===== config.mk =====
export PLATFORM = sky130hd
export DESIGN_NAME = sotp_lock_ctrl
export DESIGN_NICKNAME = d
export VERILOG_FILES = /design/src/verilog/sotp_lock_ctrl.v
export VERILOG_INCLUDE_DIRS = /design/src /design/src/verilog
export SDC_FILE = /design/constraint.sdc
export NUM_CORES = 1
export LEC_CHECK = 0
export ABC_AREA = 0
export BUFFER_PORTS_ARGS = -buffer_cell sky130_fd_sc_hd__buf_2
export CAP_MARGIN = 5
export CORE_ASPECT_RATIO = 1.5
export CORE_MARGIN = 5
export CORE_UTILIZATION = 50
export CTS_CLUSTER_SIZE = 20
export DETAILED_ROUTE_END_ITERATION = 12
export PLACE_DENSITY = 0.68
export SKIP_LAST_GASP = 1
export SLEW_MARGIN = 20
export SYNTH_ARGS = -nofsm -noshare
export SYNTH_HDL_FRONTEND = slang
export SYNTH_SLANG_ARGS = --single-unit

===== constraint.sdc =====
create_clock -name i_ref_clk -period 9 [get_ports i_ref_clk]
set_input_delay 0.45 -clock i_ref_clk [delete_from_list [all_inputs] [get_ports i_ref_clk]]
set_output_delay 0.45 -clock i_ref_clk [all_outputs]
set_load 0.005 [all_outputs]

===== src/verilog/sotp_map.vh =====
// constants for the secured otp lock control block
`ifndef SOTP_MAP_VH
`define SOTP_MAP_VH
`define SOTP_OP_ENTER 8'hb1
`define SOTP_OP_EXIT 8'hc1
`define SOTP_OP_RDLOCK 8'h2b
`define SOTP_OP_WRLOCK 8'h2f
`define SOTP_OP_PP 8'h02
`define SOTP_OP_SE 8'h20
`define SOTP_OP_WRSR 8'h01
`define SOTP_OP_WRSR2 8'h31
`define SOTP_OP_WREN 8'h06
`define SOTP_OP_READ 8'h03
`define SOTP_BIT_FACTORY 0
`define SOTP_BIT_CUST 1
`define SOTP_SN_LAST 24'h00000f
`define SOTP_GEN_LAST 24'h0001ff
`define SOTP_CLK_MHZ 40
`define SOTP_HOLDOFF_MS 1
`define SOTP_HOLDOFF_CYC (`SOTP_HOLDOFF_MS * 1000 * `SOTP_CLK_MHZ)
`endif


===== src/verilog/sotp_lock_ctrl.v =====
// secured otp lock control: serial command decoder and lock status
// Overview of operation
// [RULE1] exit opcode leaves otp mode
// [RULE2] exit accepted in one-line and four-line modes
// [RULE3] 2bh returns lock status, repeats, always
// [RULE4] bit 0 shows factory lock
// [RULE5] lock write can only set bit 1
// [RULE6] after lockdown bit1 and otp frozen
// [RULE7] otp mode blocks main array writes
// [RULE8] lock write needs no write enable
// [RULE9] cs off byte boundary discards lock write
// [RULE10] host programs via enter, program, exit
// [RULE11] otp map: serial field, general area
// [RULE12] writes ignored during power-up holdoff
// [RULE13] b1h enters otp mode, reads/programs go there
// [RULE14] otp mode rejects status and lock writes
`timescale 1ns/1ps
`include "sotp_map.vh"
module sotp_lock_ctrl #(
  parameter HOLDOFF_CYC = `SOTP_HOLDOFF_CYC
) (
  input wire i_ref_clk,
  input wire i_rst_b,
  input wire i_cs_b,
  input wire i_sclk,
  input wire [3:0] i_io,
  input wire i_four_line,
  input wire i_factory_lock,
  output reg [3:0] o_io,
  output reg [3:0] o_io_oe,
  output reg o_otp_mode,
  output reg o_customer_lockdown_bit,
  output reg o_write_ready,
  output reg o_main_wr_pulse,
  output reg o_otp_wr_pulse,
  output reg o_sn_field_sel,
  output reg [23:0] o_addr,
  output reg o_status_wr_pulse
);
  localparam ST_OP = 4'h1;
  localparam ST_ADDR = 4'h2;
  localparam ST_OUT = 4'h4;
  localparam ST_DATA = 4'h8;

  // pin synchronisers: [0] first flop, [1] second, [2] edge history
  reg [2:0] cs_s;
  reg [2:0] ck_s;
  reg [3:0] io_m;
  reg [3:0] io_s;
  reg [1:0] fl_s;
  reg [1:0] fk_s;
  // frame decode
  reg [3:0] state;
  reg [7:0] shreg;
  reg [7:0] opcode;
  reg op_done;
  reg [4:0] bitcnt;
  reg [1:0] byte_cnt;
  reg [23:0] addr;
  // read-out
  reg [7:0] tx;
  reg [2:0] out_cnt;
  // command state
  reg wel;
  reg fact;
  reg [1:0] strap_wait;
  reg [31:0] hold_cnt;

  function is_write;
    input [7:0] op;
    begin
      is_write = (op == `SOTP_OP_PP) || (op == `SOTP_OP_SE);
    end
  endfunction

  // state that follows an opcode byte
  function [3:0] after_opcode;
    input [7:0] op;
    begin
      if (op == `SOTP_OP_RDLOCK) begin
        after_opcode = ST_OUT;
      end else if (is_write(op) || (op == `SOTP_OP_READ)) begin
        after_opcode = ST_ADDR;
      end else if ((op == `SOTP_OP_WRLOCK) || (op == `SOTP_OP_WRSR) ||
          (op == `SOTP_OP_WRSR2)) begin
        after_opcode = ST_DATA;
      end else begin
        after_opcode = ST_OP;
      end
    end
  endfunction

  wire four_line = fl_s[1];
  // frame_on drops in the same cycle that cs_end rises, so cs_end sees the last state
  wire frame_on = ~cs_s[1] & ~cs_s[2];
  wire cs_end = cs_s[1] & ~cs_s[2];
  wire ck_rise = ck_s[1] & ~ck_s[2];
  wire ck_fall = ~ck_s[1] & ck_s[2];
  wire [7:0] lock_val = {6'h00, o_customer_lockdown_bit, fact}; // [RULE4]
  wire [4:0] step = four_line ? 5'd4 : 5'd1;
  wire [7:0] nsh = four_line ? {shreg[3:0], io_s} : {shreg[6:0], io_s[0]};
  wire [4:0] nbit = bitcnt + step;
  wire shift_en = frame_on & ck_rise & (state != ST_OUT);
  wire byte_in = shift_en & (nbit == 5'd8);
  wire cmd_frame = (state == ST_OP) && op_done && (bitcnt == 5'h00);
  wire lock_frame = (opcode == `SOTP_OP_WRLOCK) && (state == ST_DATA) &&
    (byte_cnt == 2'h1) && (bitcnt == 5'h00); // [RULE9]
  wire sr_frame = (state == ST_DATA) &&
    ((opcode == `SOTP_OP_WRSR) || (opcode == `SOTP_OP_WRSR2));
  wire wr_frame = (state == ST_DATA) && is_write(opcode);

  // host pins: two flops before any logic looks at them
  always @(posedge i_ref_clk or negedge i_rst_b) begin
    if (!i_rst_b) begin
      cs_s <= 3'h7;
      ck_s <= 3'h0;
      io_m <= 4'h0;
      io_s <= 4'h0;
      fl_s <= 2'h0;
    end else begin
      cs_s <= {cs_s[1:0], i_cs_b};
      ck_s <= {ck_s[1:0], i_sclk};
      io_m <= i_io;
      io_s <= io_m;
      fl_s <= {fl_s[0], i_four_line};
    end
  end

  // strap taken once the synchroniser has settled after reset
  always @(posedge i_ref_clk or negedge i_rst_b) begin
    if (!i_rst_b) begin
      fk_s <= 2'h0;
      strap_wait <= 2'h0;
      fact <= 1'b0;
    end else begin
      fk_s <= {fk_s[0], i_factory_lock};
      if (strap_wait != 2'h3) begin
        strap_wait <= strap_wait + 2'h1;
        if (strap_wait == 2'h2) begin
          fact <= fk_s[1]; // [RULE4]
        end
      end
    end
  end

  // holdoff uses the shortest allowed delay; longer is the host's margin
  always @(posedge i_ref_clk or negedge i_rst_b) begin
    if (!i_rst_b) begin
      hold_cnt <= 32'h00000000;
      o_write_ready <= 1'b0;
    end else if (!o_write_ready) begin
      hold_cnt <= hold_cnt + 32'h00000001;
      if (hold_cnt >= HOLDOFF_CYC - 1) begin
        o_write_ready <= 1'b1; // [RULE12]
      end
    end
  end

  // bit shifter: one or four bits per rising sclk
  always @(posedge i_ref_clk or negedge i_rst_b) begin
    if (!i_rst_b) begin
      shreg <= 8'h00;
      bitcnt <= 5'h00;
    end else if (!frame_on) begin
      bitcnt <= 5'h00;
    end else if (shift_en) begin
      shreg <= nsh;
      if (nbit == 5'd8) begin
        bitcnt <= 5'h00;
      end else begin
        bitcnt <= nbit;
      end
    end
  end

  // frame walk: opcode, then address bytes, then data bytes
  always @(posedge i_ref_clk or negedge i_rst_b) begin
    if (!i_rst_b) begin
      state <= ST_OP;
      opcode <= 8'h00;
      op_done <= 1'b0;
      byte_cnt <= 2'h0;
      addr <= 24'h000000;
    end else if (!frame_on) begin
      state <= ST_OP;
      op_done <= 1'b0;
      byte_cnt <= 2'h0;
    end else if (byte_in) begin
      case (state)
        ST_OP: begin
          opcode <= nsh;
          op_done <= 1'b1;
          addr <= 24'h000000;
          byte_cnt <= 2'h0;
          state <= after_opcode(nsh); // [RULE3] [RULE13]
        end
        ST_ADDR: begin
          addr <= {addr[15:0], nsh};
          if (byte_cnt == 2'h2) begin
            byte_cnt <= 2'h0;
            state <= ST_DATA;
          end else begin
            byte_cnt <= byte_cnt + 2'h1;
          end
        end
        ST_DATA: begin
          // saturates: three or more data bytes look alike
          if (byte_cnt != 2'h3) begin
            byte_cnt <= byte_cnt + 2'h1;
          end
        end
        default: begin
          state <= ST_OP;
        end
      endcase
    end
  end

  // lock status repeats for as long as clocks run [RULE3]
  always @(posedge i_ref_clk or negedge i_rst_b) begin
    if (!i_rst_b) begin
      tx <= 8'h00;
      out_cnt <= 3'h0;
      o_io <= 4'h0;
      o_io_oe <= 4'h0;
    end else if (!frame_on) begin
      o_io_oe <= 4'h0;
      out_cnt <= 3'h0;
    end else if (byte_in && (state == ST_OP) &&
        (nsh == `SOTP_OP_RDLOCK)) begin
      tx <= lock_val;
      out_cnt <= 3'h0;
    end else if (ck_fall && (state == ST_OUT)) begin
      if (four_line) begin
        o_io <= tx[7:4];
        o_io_oe <= 4'hf; // [RULE2]
        if (out_cnt[2]) begin
          tx <= lock_val;
          out_cnt <= 3'h0;
        end else begin
          tx <= {tx[3:0], 4'h0};
          out_cnt <= 3'h4;
        end
      end else begin
        o_io <= {2'b00, tx[7], 1'b0};
        o_io_oe <= 4'h2;
        if (out_cnt == 3'h7) begin
          tx <= lock_val;
        end else begin
          tx <= {tx[6:0], 1'b0};
        end
        out_cnt <= out_cnt + 3'h1;
      end
    end
  end

  // commands act when the frame closes; refused writes still clear wel, and refused otp writes still update o_addr
  always @(posedge i_ref_clk or negedge i_rst_b) begin
    if (!i_rst_b) begin
      wel <= 1'b0;
      o_otp_mode <= 1'b0;
      o_customer_lockdown_bit <= 1'b0;
      o_main_wr_pulse <= 1'b0;
      o_otp_wr_pulse <= 1'b0;
      o_status_wr_pulse <= 1'b0;
      o_sn_field_sel <= 1'b0;
      o_addr <= 24'h000000;
    end else begin
      o_main_wr_pulse <= 1'b0;
      o_otp_wr_pulse <= 1'b0;
      o_status_wr_pulse <= 1'b0;
      if (cs_end && cmd_frame) begin
        case (opcode)
          `SOTP_OP_WREN: begin
            wel <= o_write_ready; // [RULE12]
          end
          `SOTP_OP_ENTER: begin
            o_otp_mode <= 1'b1; // [RULE13]
          end
          `SOTP_OP_EXIT: begin
            o_otp_mode <= 1'b0; // [RULE1] [RULE2]
          end
          default: begin
          end
        endcase
      end
      // lock write takes no write enable [RULE8]
      if (cs_end && lock_frame && o_write_ready && !o_otp_mode &&
          !o_customer_lockdown_bit) begin // [RULE14] [RULE6]
        o_customer_lockdown_bit <= shreg[`SOTP_BIT_CUST]; // [RULE5]
      end
      if (cs_end && sr_frame) begin
        if (wel && o_write_ready) begin
          o_status_wr_pulse <= !o_otp_mode; // [RULE14]
        end
        wel <= 1'b0;
      end
      if (cs_end && wr_frame) begin
        if (wel && o_write_ready) begin // [RULE12]
          o_addr <= addr;
          o_sn_field_sel <= (addr <= `SOTP_SN_LAST); // [RULE11]
          if (o_otp_mode) begin
            o_otp_wr_pulse <= !o_customer_lockdown_bit &&
              (addr <= `SOTP_GEN_LAST); // [RULE6] [RULE11]
          end else begin
            o_main_wr_pulse <= 1'b1; // [RULE7]
          end
        end
        wel <= 1'b0;
      end
    end
  end
endmodule // sotp_lock_ctrl


==> results of run 1 <==
-- state kept, by name, indices dropped and copies added (netlist names), 3 cells and up --
name	count
addr	24
bitcnt	5
ck_s	3
cs_s	3
hold_cnt	32
io_m	4
io_s	4
o_addr	24
o_io	4
opcode	8
out_cnt	3
shreg	7
state	4
tx	8
-- final cells by class --
type                    instances  area share (%)
multi-input cells             420           36.45
clock buffers                  20           6.018
repair buffers                 51           3.469
well taps                     162           2.614
flip-flops and latches        153           49.44
clock inverters                12           1.484
inverters                      11          0.5324
-- cells by family (layout without fill, tap and decap cells) --
| group | count (synthesis) | after routing | share of synthesized area, % |
|---|---|---|---|
| AO/OA/AOI/OAI | 109 | 109 | 10.27 |
| XOR/XNOR | 37 | 37 | 4.742 |
| adder cells (fa/ha/maj) | 12 | 12 | 2.197 |
| buffers and inverters | 43 | 94 | 2.765 |
| flip-flops | 153 | 153 | 56.10 |
| multiplexers | 42 | 42 | 6.738 |
| AND/OR/NAND/NOR | 220 | 220 | 17.19 |
-- synth_stat cells (5+ instances only) --
cell type                   count
sky130_fd_sc_hd__a21oi_1        7
sky130_fd_sc_hd__or4b_2         5
sky130_fd_sc_hd__a31oi_1        5
sky130_fd_sc_hd__mux2_2        32
sky130_fd_sc_hd__nand2_1       74
sky130_fd_sc_hd__a22oi_1        7
sky130_fd_sc_hd__a21o_1         8
sky130_fd_sc_hd__nor3_1        19
sky130_fd_sc_hd__or3_1          6
sky130_fd_sc_hd__clkbuf_1      22
sky130_fd_sc_hd__mux2i_1       10
sky130_fd_sc_hd__or4_1          8
sky130_fd_sc_hd__xnor2_1       25
sky130_fd_sc_hd__nand4_1        9
sky130_fd_sc_hd__inv_1         11
sky130_fd_sc_hd__xor2_1        12
sky130_fd_sc_hd__o21ai_0       56
sky130_fd_sc_hd__nor2_1        25
sky130_fd_sc_hd__nor4b_1        6
sky130_fd_sc_hd__o2bb2ai_1      7
sky130_fd_sc_hd__nor4_1        15
sky130_fd_sc_hd__dfrtp_1      149
sky130_fd_sc_hd__nand3_1       23
sky130_fd_sc_hd__ha_1          12
-- stage by stage --
stage / instances / hold WS, ns
after global routing: 829 / 0.1134
after CTS: 829 / 0.09422
final: 829 / 0.05280
after floorplan: 616 / 0.1544
after global placement: 797 / 0.3313
after detailed placement: 797 / 0.3347
-- routing by layer --
metal	routed length [um]	share of wire [%]
met3	575	4.1
met5	0	0
met2	7497	53
met4	323	2.3
met1	5796	41
-- how the worst max path moves through the flow --
stage / to / slack, ns / cells past startpoint
after floorplan: addr[5]$_DFFE_PN0P_ / 6.01 / 11
after global placement: out_cnt[0]$_DFFE_PN0P_ / 5.90 / 9
after detailed placement: out_cnt[2]$_DFFE_PN0P_ / 5.78 / 9
after CTS: out_cnt[2]$_DFFE_PN0P_ / 5.78 / 9
after global routing: addr[17]$_DFFE_PN0P_ / 5.53 / 9
final: out_cnt[2]$_DFFE_PN0P_ / 5.74 / 9
-- power by group --
part           leakage, uW  switching [uW]  internal [uW]
Clock             0.000291             284            405
Combinational      0.00133            44.8           19.9
Sequential         0.00205            16.2            701
Total              0.00367             345           1130
==> metrics.sh, run 1 <==
MULTIINPUTGATEAREA_UM2=2826
P_LEAK_uW=0.003670
TRITONCTS.NUM_BUFFERS=17
DIE_W_UM=105.5
DR.FIRST_ITER.DRC_COUNT=192
MAX_FREQ_MHz=307.1
DR_TOTAL_VIAS=4788
DRT-VIAS-PER-INSTANCE=5.776
SYNTH_AREA_UM2=6834
WORST_CLOCK_SKEW_NS=0.007089
SYNTH_TOP_AREA_SHARE_PCT=54.56
CRIT_PATH_MAX_FANOUT=25
HOLDCRITPATHCLASS='in -> async'
MAPPEDNETLISTNETS=638
WORST-SETUP-PATH-TYPE='reg -> reg'
LAYOUT_WORST_PATH_CYCLE_SHARE_PCT=36.19
WORST_PATH_DOMINANT_CELL_FAMILY='simple AND/OR/NAND/NOR gates'
FF_LATCH_AREA_UM2=3834
POST-ROUTE-CELL-AREA_UM2=7755
CLK_PIN_SLEW_WORST_SETUP_HOLD_PATHS_NS=0.06
RR_ENDPOINT='out_cnt[2]$_DFFE_PN0P_'
IO_BUFFER_COUNT=48
GR-TOTAL-OVERFLOW=0
CRIT_PATH_START_KIND='register'
CLOCK_INSERTION_DELAY_WORST_SKEW_NS=0.42
GLOBALROUTEMET2UTIL_PCT=32.27
TOTALWIRELENGTH_MM=14.19
CLOCK-SINKS=153
AREAGROWTHSYNTHTOFINISH_PCT=13.47
ROWS=52
GRT_ANTENNA_BEFORE_REPAIR=0
POWER.TOTAL_uW=1471
GLOBALROUTETOTALUTIL_PCT=18.55
UNREPAIRED_SETUP_ENDPOINTS_AFTER_GLOBAL_ROUTING='no'
NUM-NETS-FINAL=676
POST_CTS_HOLD_BUFFER_COUNT=0
TIMING.FINAL.SETUP_VIOLATIONS=0
PLACE.GP.CONGESTION=0.8664
FIRSTDRTPASSITERS=5
SYNTH_TOP_CELLS_BY_AREA='sky130_fd_sc_hd__dfrtp_1 55%, sky130_fd_sc_hd__mux2_2 5.3%, sky130_fd_sc_hd__o21ai_0 4.1%'
POST-ROUTE-UTIL_PCT=57.58
FINAL.FILL_COUNT=1154
DIE_H_UM=153.2
CRITPATHREQUIREDTIME_NS=9.31
CTS.REPAIR_TIMING.SETUP_BUFFER_COUNT=0
CP-END-KIND='register'
SYNTH.DISTINCT_CELLS=59
GLOBAL_ROUTE_WIRE_LENGTH_BEFORE_REPAIR_MM=24.16
POSTSYNTH.ASYNCRESETSHARE_PCT=100.0
VDD_DROP_MAX_V=0.0001286
SYNTH-EDFF-COUNT=0
BOUNDARYPINS=49
MAX_CAP_VIOL_COUNT=0
TRITONCTS='yes'
REG2REGPATHDEPTH=9
ARRIVAL_NS=3.57
CRIT_SLOWEST_CELL='sky130_fd_sc_hd__or4_1'
POWER_DENSITY_nW_PER_UM2=189.6
GRT_START_MAX_NET_PINS=81
FP.DIEAREA_UM2=16150
TNS_NS=0
CLOCK-ROOT-BUFFER='sky130_fd_sc_hd__clkbuf_16'
NETLIST.TOP_CELL.BY_AREA='sky130_fd_sc_hd__dfrtp_1'
TIMING_HOLD_VIOLATIONS_FINAL=0
POSTPLACECELLAREA_UM2=7171
WORST_REG_TO_REG_SETUP_SLACK_NS=5.74
GRTUSAGEMET3_PCT=4.135
GRT_USE_MET1_PCT=22.28
PERIOD_NEEDED_NS=3.257
SLOWEST_DELAY_NS=0.84
YOSYS_REGISTER_BITS=153
INITIAL_CORE_UTIL_PCT=50.74
YOSYSSEQAREASHARE_PCT=56.10
CRIT_PATH_START='fl_s[1]$_DFF_PN0_'
MOST_COMMON_LIBRARY_CELL_IN_THE_LAYOUT_IGNORING_FILL_AND_TAPS='sky130_fd_sc_hd__dfrtp_1'
PATH_CELLS='buf_4 > inv_1 > ha_1 > ha_1 > xnor2_1 > nand2_1 > or4_1 > or2_2 > a41o_1'
WORST_SLEW_MARGIN_REL_PCT=30.72
WORSTREG2REGSTART='fl_s[1]$_DFF_PN0_'
SYNTH-WARNING-COUNT=0
CRITICAL_PATH.MOST_COMMON_CELL='sky130_fd_sc_hd__ha_1'
DESIGN.CORE.AREA_UM2=13470
CTS_MAX_PATH_BUFFERS=2
DETAIL_ROUTE.DRC_VIOLATIONS=0
NUMBER_OF_INSTANCES_IN_THE_SYNTHESIZED_NETLIST=616
DIODES=0
FIRST_GLOBAL_VIAS=4843
DRTANTENNAVIOLNETS=0
FIN_WS_NS=5.743
DRIVE_ABOVE_1_SHARE_PCT=20.24
POST_CTS.RESIZED_INSTANCES=0
AVERAGE_DETAILED_ROUTED_WIRE_LENGTH_PER_INSTANCE_UM=17.12
PLACEMENT.SETUP.WORST_SLACK_NS=5.781
HTREEDEPTH=4
RUN_STATUS='completed'
WORST_PIN_SLEW_NS=1.036
FINAL-MAX-SLEW-VIOLATION-COUNT=0
TOP_USAGE_LAYER_GRT='met2'
AVGSYNTHCELLAREA_UM2=11.09
PLACE_HPWL_MM=9.944
DOMINANTREGCELLSYNTH='sky130_fd_sc_hd__dfrtp_1'
LAYOUT.CELLS.MOST_COMMON_LIST='149 x sky130_fd_sc_hd__dfrtp_1, 74 x sky130_fd_sc_hd__nand2_1, 56 x sky130_fd_sc_hd__o21ai_0'
CRITICAL_PATH.N_BUFFERS_INVERTERS=2
Note: power is estimated with default switching activity, not from simulation.
==> run 2, diff against run 1 <==
- PLACE_DENSITY: 0.68 -> 0.71
- clock period: 9 -> 2.62 ns (I/O delays scaled with it)
==> run 2 against run 1 <==
Net effect:
- worst hold slack improved by 0.22 ns
- die area unchanged
- critical endpoint is now state[2]$_DFFE_PN0P_
- sequential share of layout area decreased by 1.9 points
- first-iteration DRC count increased by 37%
- critical path type unchanged
- final cell count increased by 3.4%
==> metrics.sh, run 2 (same netlist as run 1, synthesis figures left out) <==
RUN_STATUS='completed'
CLK_PIN_SLEW_WORST_SETUP_HOLD_PATHS_NS=0.06
BOUNDARYPINS=49
DR.FIRST_ITER.DRC_COUNT=263
FIRSTDRTPASSITERS=5
DRTANTENNAVIOLNETS=0
FINAL-MAX-SLEW-VIOLATION-COUNT=0
FIN_WORST_HOLD_SLACK_NS=0.2772
MAX_FREQ_MHz=395.4
AVERAGE_DETAILED_ROUTED_WIRE_LENGTH_PER_INSTANCE_UM=17.02
WORSTREG2REGSTART='fl_s[1]$_DFF_PN0_'
CLOCK-ROOT-BUFFER='sky130_fd_sc_hd__clkbuf_16'
DR_TOTAL_VIAS=4932
GLOBALROUTETOTALUTIL_PCT=19.20
DIODES=0
HTREEDEPTH=4
WORST_SLEW_MARGIN_REL_PCT=57.96
POSTPLACECELLAREA_UM2=7343
DIE_H_UM=153.2
AREAGROWTHSYNTHTOFINISH_PCT=17.98
POST-ROUTE-CELL-AREA_UM2=8063
DIE_W_UM=105.5
DRT-VIAS-PER-INSTANCE=5.755
REG2REGPATHDEPTH=8
MAX_CAP_VIOL_COUNT=0
PERIOD_NEEDED_NS=2.529
TRITONCTS.NUM_BUFFERS=17
FINAL.FILL_COUNT=1091
DESIGN.CORE.AREA_UM2=13470
LAYOUT.CELLS.MOST_COMMON_LIST='149 x sky130_fd_sc_hd__dfrtp_1, 74 x sky130_fd_sc_hd__nand2_1, 56 x sky130_fd_sc_hd__o21ai_0'
VDD_DROP_MAX_V=0.0004114
DRIVE_ABOVE_1_SHARE_PCT=22.45
P_LEAK_uW=0.003815
POST-ROUTE-UTIL_PCT=59.87
FP.DIEAREA_UM2=16150
CRIT_PATH_MAX_FANOUT=7
FIRST_GLOBAL_VIAS=5065
LAYOUT_WORST_PATH_CYCLE_SHARE_PCT=96.52
PLACED_CELLS_INCL_TAPS=817
NUM-NETS-FINAL=705
REG_TOP3='hold_cnt: 32 flops, addr: 24 flops, o_addr: 24 flops'
INITIAL_CORE_UTIL_PCT=50.74
POWER_DENSITY_nW_PER_UM2=653.4
WORST_CLOCK_SKEW_NS=0.008627
ARRIVAL_NS=2.85
LARGEST_REG_FLOPS=32
RR_ENDPOINT='state[2]$_DFFE_PN0P_'
FINISH.CELL_COUNT_WITHOUT_FILLERS=857
WORST_PIN_SLEW_NS=0.6147
CRITPATHREQUIREDTIME_NS=2.94
CTS.REPAIR_TIMING.SETUP_BUFFER_COUNT=0
WORST-SETUP-PATH-TYPE='reg -> reg'
IO_BUFFER_COUNT=48
ROWS=52
CTS_MAX_PATH_BUFFERS=2
TIMING_HOLD_VIOLATIONS_FINAL=0
FF_LATCH_AREA_UM2=3834
TOTALWIRELENGTH_MM=14.59
CRIT_PATH_START_KIND='register'
WORST_REG_TO_REG_SETUP_SLACK_NS=0.09
GR-TOTAL-OVERFLOW=0
GLOBAL_ROUTE_WIRE_LENGTH_BEFORE_REPAIR_MM=25.03
TNS_NS=0
TIMING.FINAL.SETUP_VIOLATIONS=0
PLACE.GP.CONGESTION=0.8917
CLOCK-SINKS=153
HOLDCRITPATHCLASS='in -> async'
TRITONCTS='yes'
MOST_COMMON_LIBRARY_CELL_IN_THE_LAYOUT_IGNORING_FILL_AND_TAPS='sky130_fd_sc_hd__dfrtp_1'
REGMOSTFLOPS='hold_cnt'
CP-END-KIND='register'
GRT_START_MAX_NET_PINS=72
CLOCK_INSERTION_DELAY_WORST_SKEW_NS=0.41
GRT_ANTENNA_BEFORE_REPAIR=0
MULTIINPUTGATEAREA_UM2=2840
DETAIL_ROUTE.DRC_VIOLATIONS=0
UNREPAIRED_SETUP_ENDPOINTS_AFTER_GLOBAL_ROUTING='yes'
PLACE_HPWL_MM=10.27
-- run 2: cell count changes in the layout (fill, tap and decap cells not counted), sizes merged --
| cell | previous run | this run |
|---|---|---|
| clkinv | 9 | 3 |
| bufinv | 1 | 4 |
| dlygate4sd3 | 0 | 9 |
| buf | 51 | 71 |
| clkinvlp | 0 | 4 |
| inv | 13 | 11 |
-- run 2: through the flow --
| step | power [uW] | worst slack, ns |
|---|---|---|
| floorplan | 2606 | 0.005373 |
| CTS | 5319 | 0.04102 |
| detailed placement | 2744 | -0.03943 |
| global placement | 2732 | 0.07108 |
| global route | 5474 | -0.04463 |
| finish | 5269 | 0.09107 |
-- run 2: layer usage --
layer  GRT usage (%)  vias to the layer above  wire [um]
met4           11.63                        0        676
met5               0                        -          0
li1                -                     2335          -
met1           22.72                     2415       5817
met3           3.797                       49        513
met2           32.03                      133       7580
-- run 2: report_power, final --
part           internal (uW)  switching (uW)  total (uW)
clock                   1610             939        2550
combinational           96.2             152         248
sequential              2410            58.4        2470
-- run 2: area by class of cell --
type	count	area share, %
flip-flops and latches	153	47.55
multi-input cells	420	35.23
repair buffers	80	6.518
clock buffers	20	5.540
well taps	162	2.514
clock inverters	11	2.142
inverters	11	0.5121
-- run 2: repair_timing --
item                                    in CTS  in global routing
gates cloned                                 0                  0
endpoints found under the setup margin      24                  7
endpoints found under the hold margin       68                  0
resized for setup                            2                  2
hold buffers                                 9                  0
-- run 2: how the worst max path moves through the flow --
stage                       from                endpoint  slack [ns]  depth (start not counted)
2_1_floorplan  fl_s[1]$_DFF_PN0_     addr[5]$_DFFE_PN0P_       0.005                         11
3_3_place_gp   fl_s[1]$_DFF_PN0_     addr[2]$_DFFE_PN0P_        0.07                          8
3_5_place_dp   fl_s[1]$_DFF_PN0_     addr[2]$_DFFE_PN0P_       -0.04                          8
4_1_cts        fl_s[1]$_DFF_PN0_  out_cnt[2]$_DFFE_PN0P_        0.04                          8
5_1_grt        fl_s[1]$_DFF_PN0_     addr[9]$_DFFE_PN0P_       -0.04                          8
6_report       fl_s[1]$_DFF_PN0_    state[2]$_DFFE_PN0P_        0.09                          8
-- run 2: worst max-delay path, cell delays in order (launching register included) --
cell and delay (ns):
sky130_fd_sc_hd__dfrtp_1 0.41, sky130_fd_sc_hd__inv_2 0.07, sky130_fd_sc_hd__ha_1 0.19, sky130_fd_sc_hd__ha_2 0.24
sky130_fd_sc_hd__nand3_1 0.11, sky130_fd_sc_hd__o2bb2ai_1 0.21, sky130_fd_sc_hd__or4_4 0.61, sky130_fd_sc_hd__or4_1 0.51
sky130_fd_sc_hd__o21ai_0 0.09
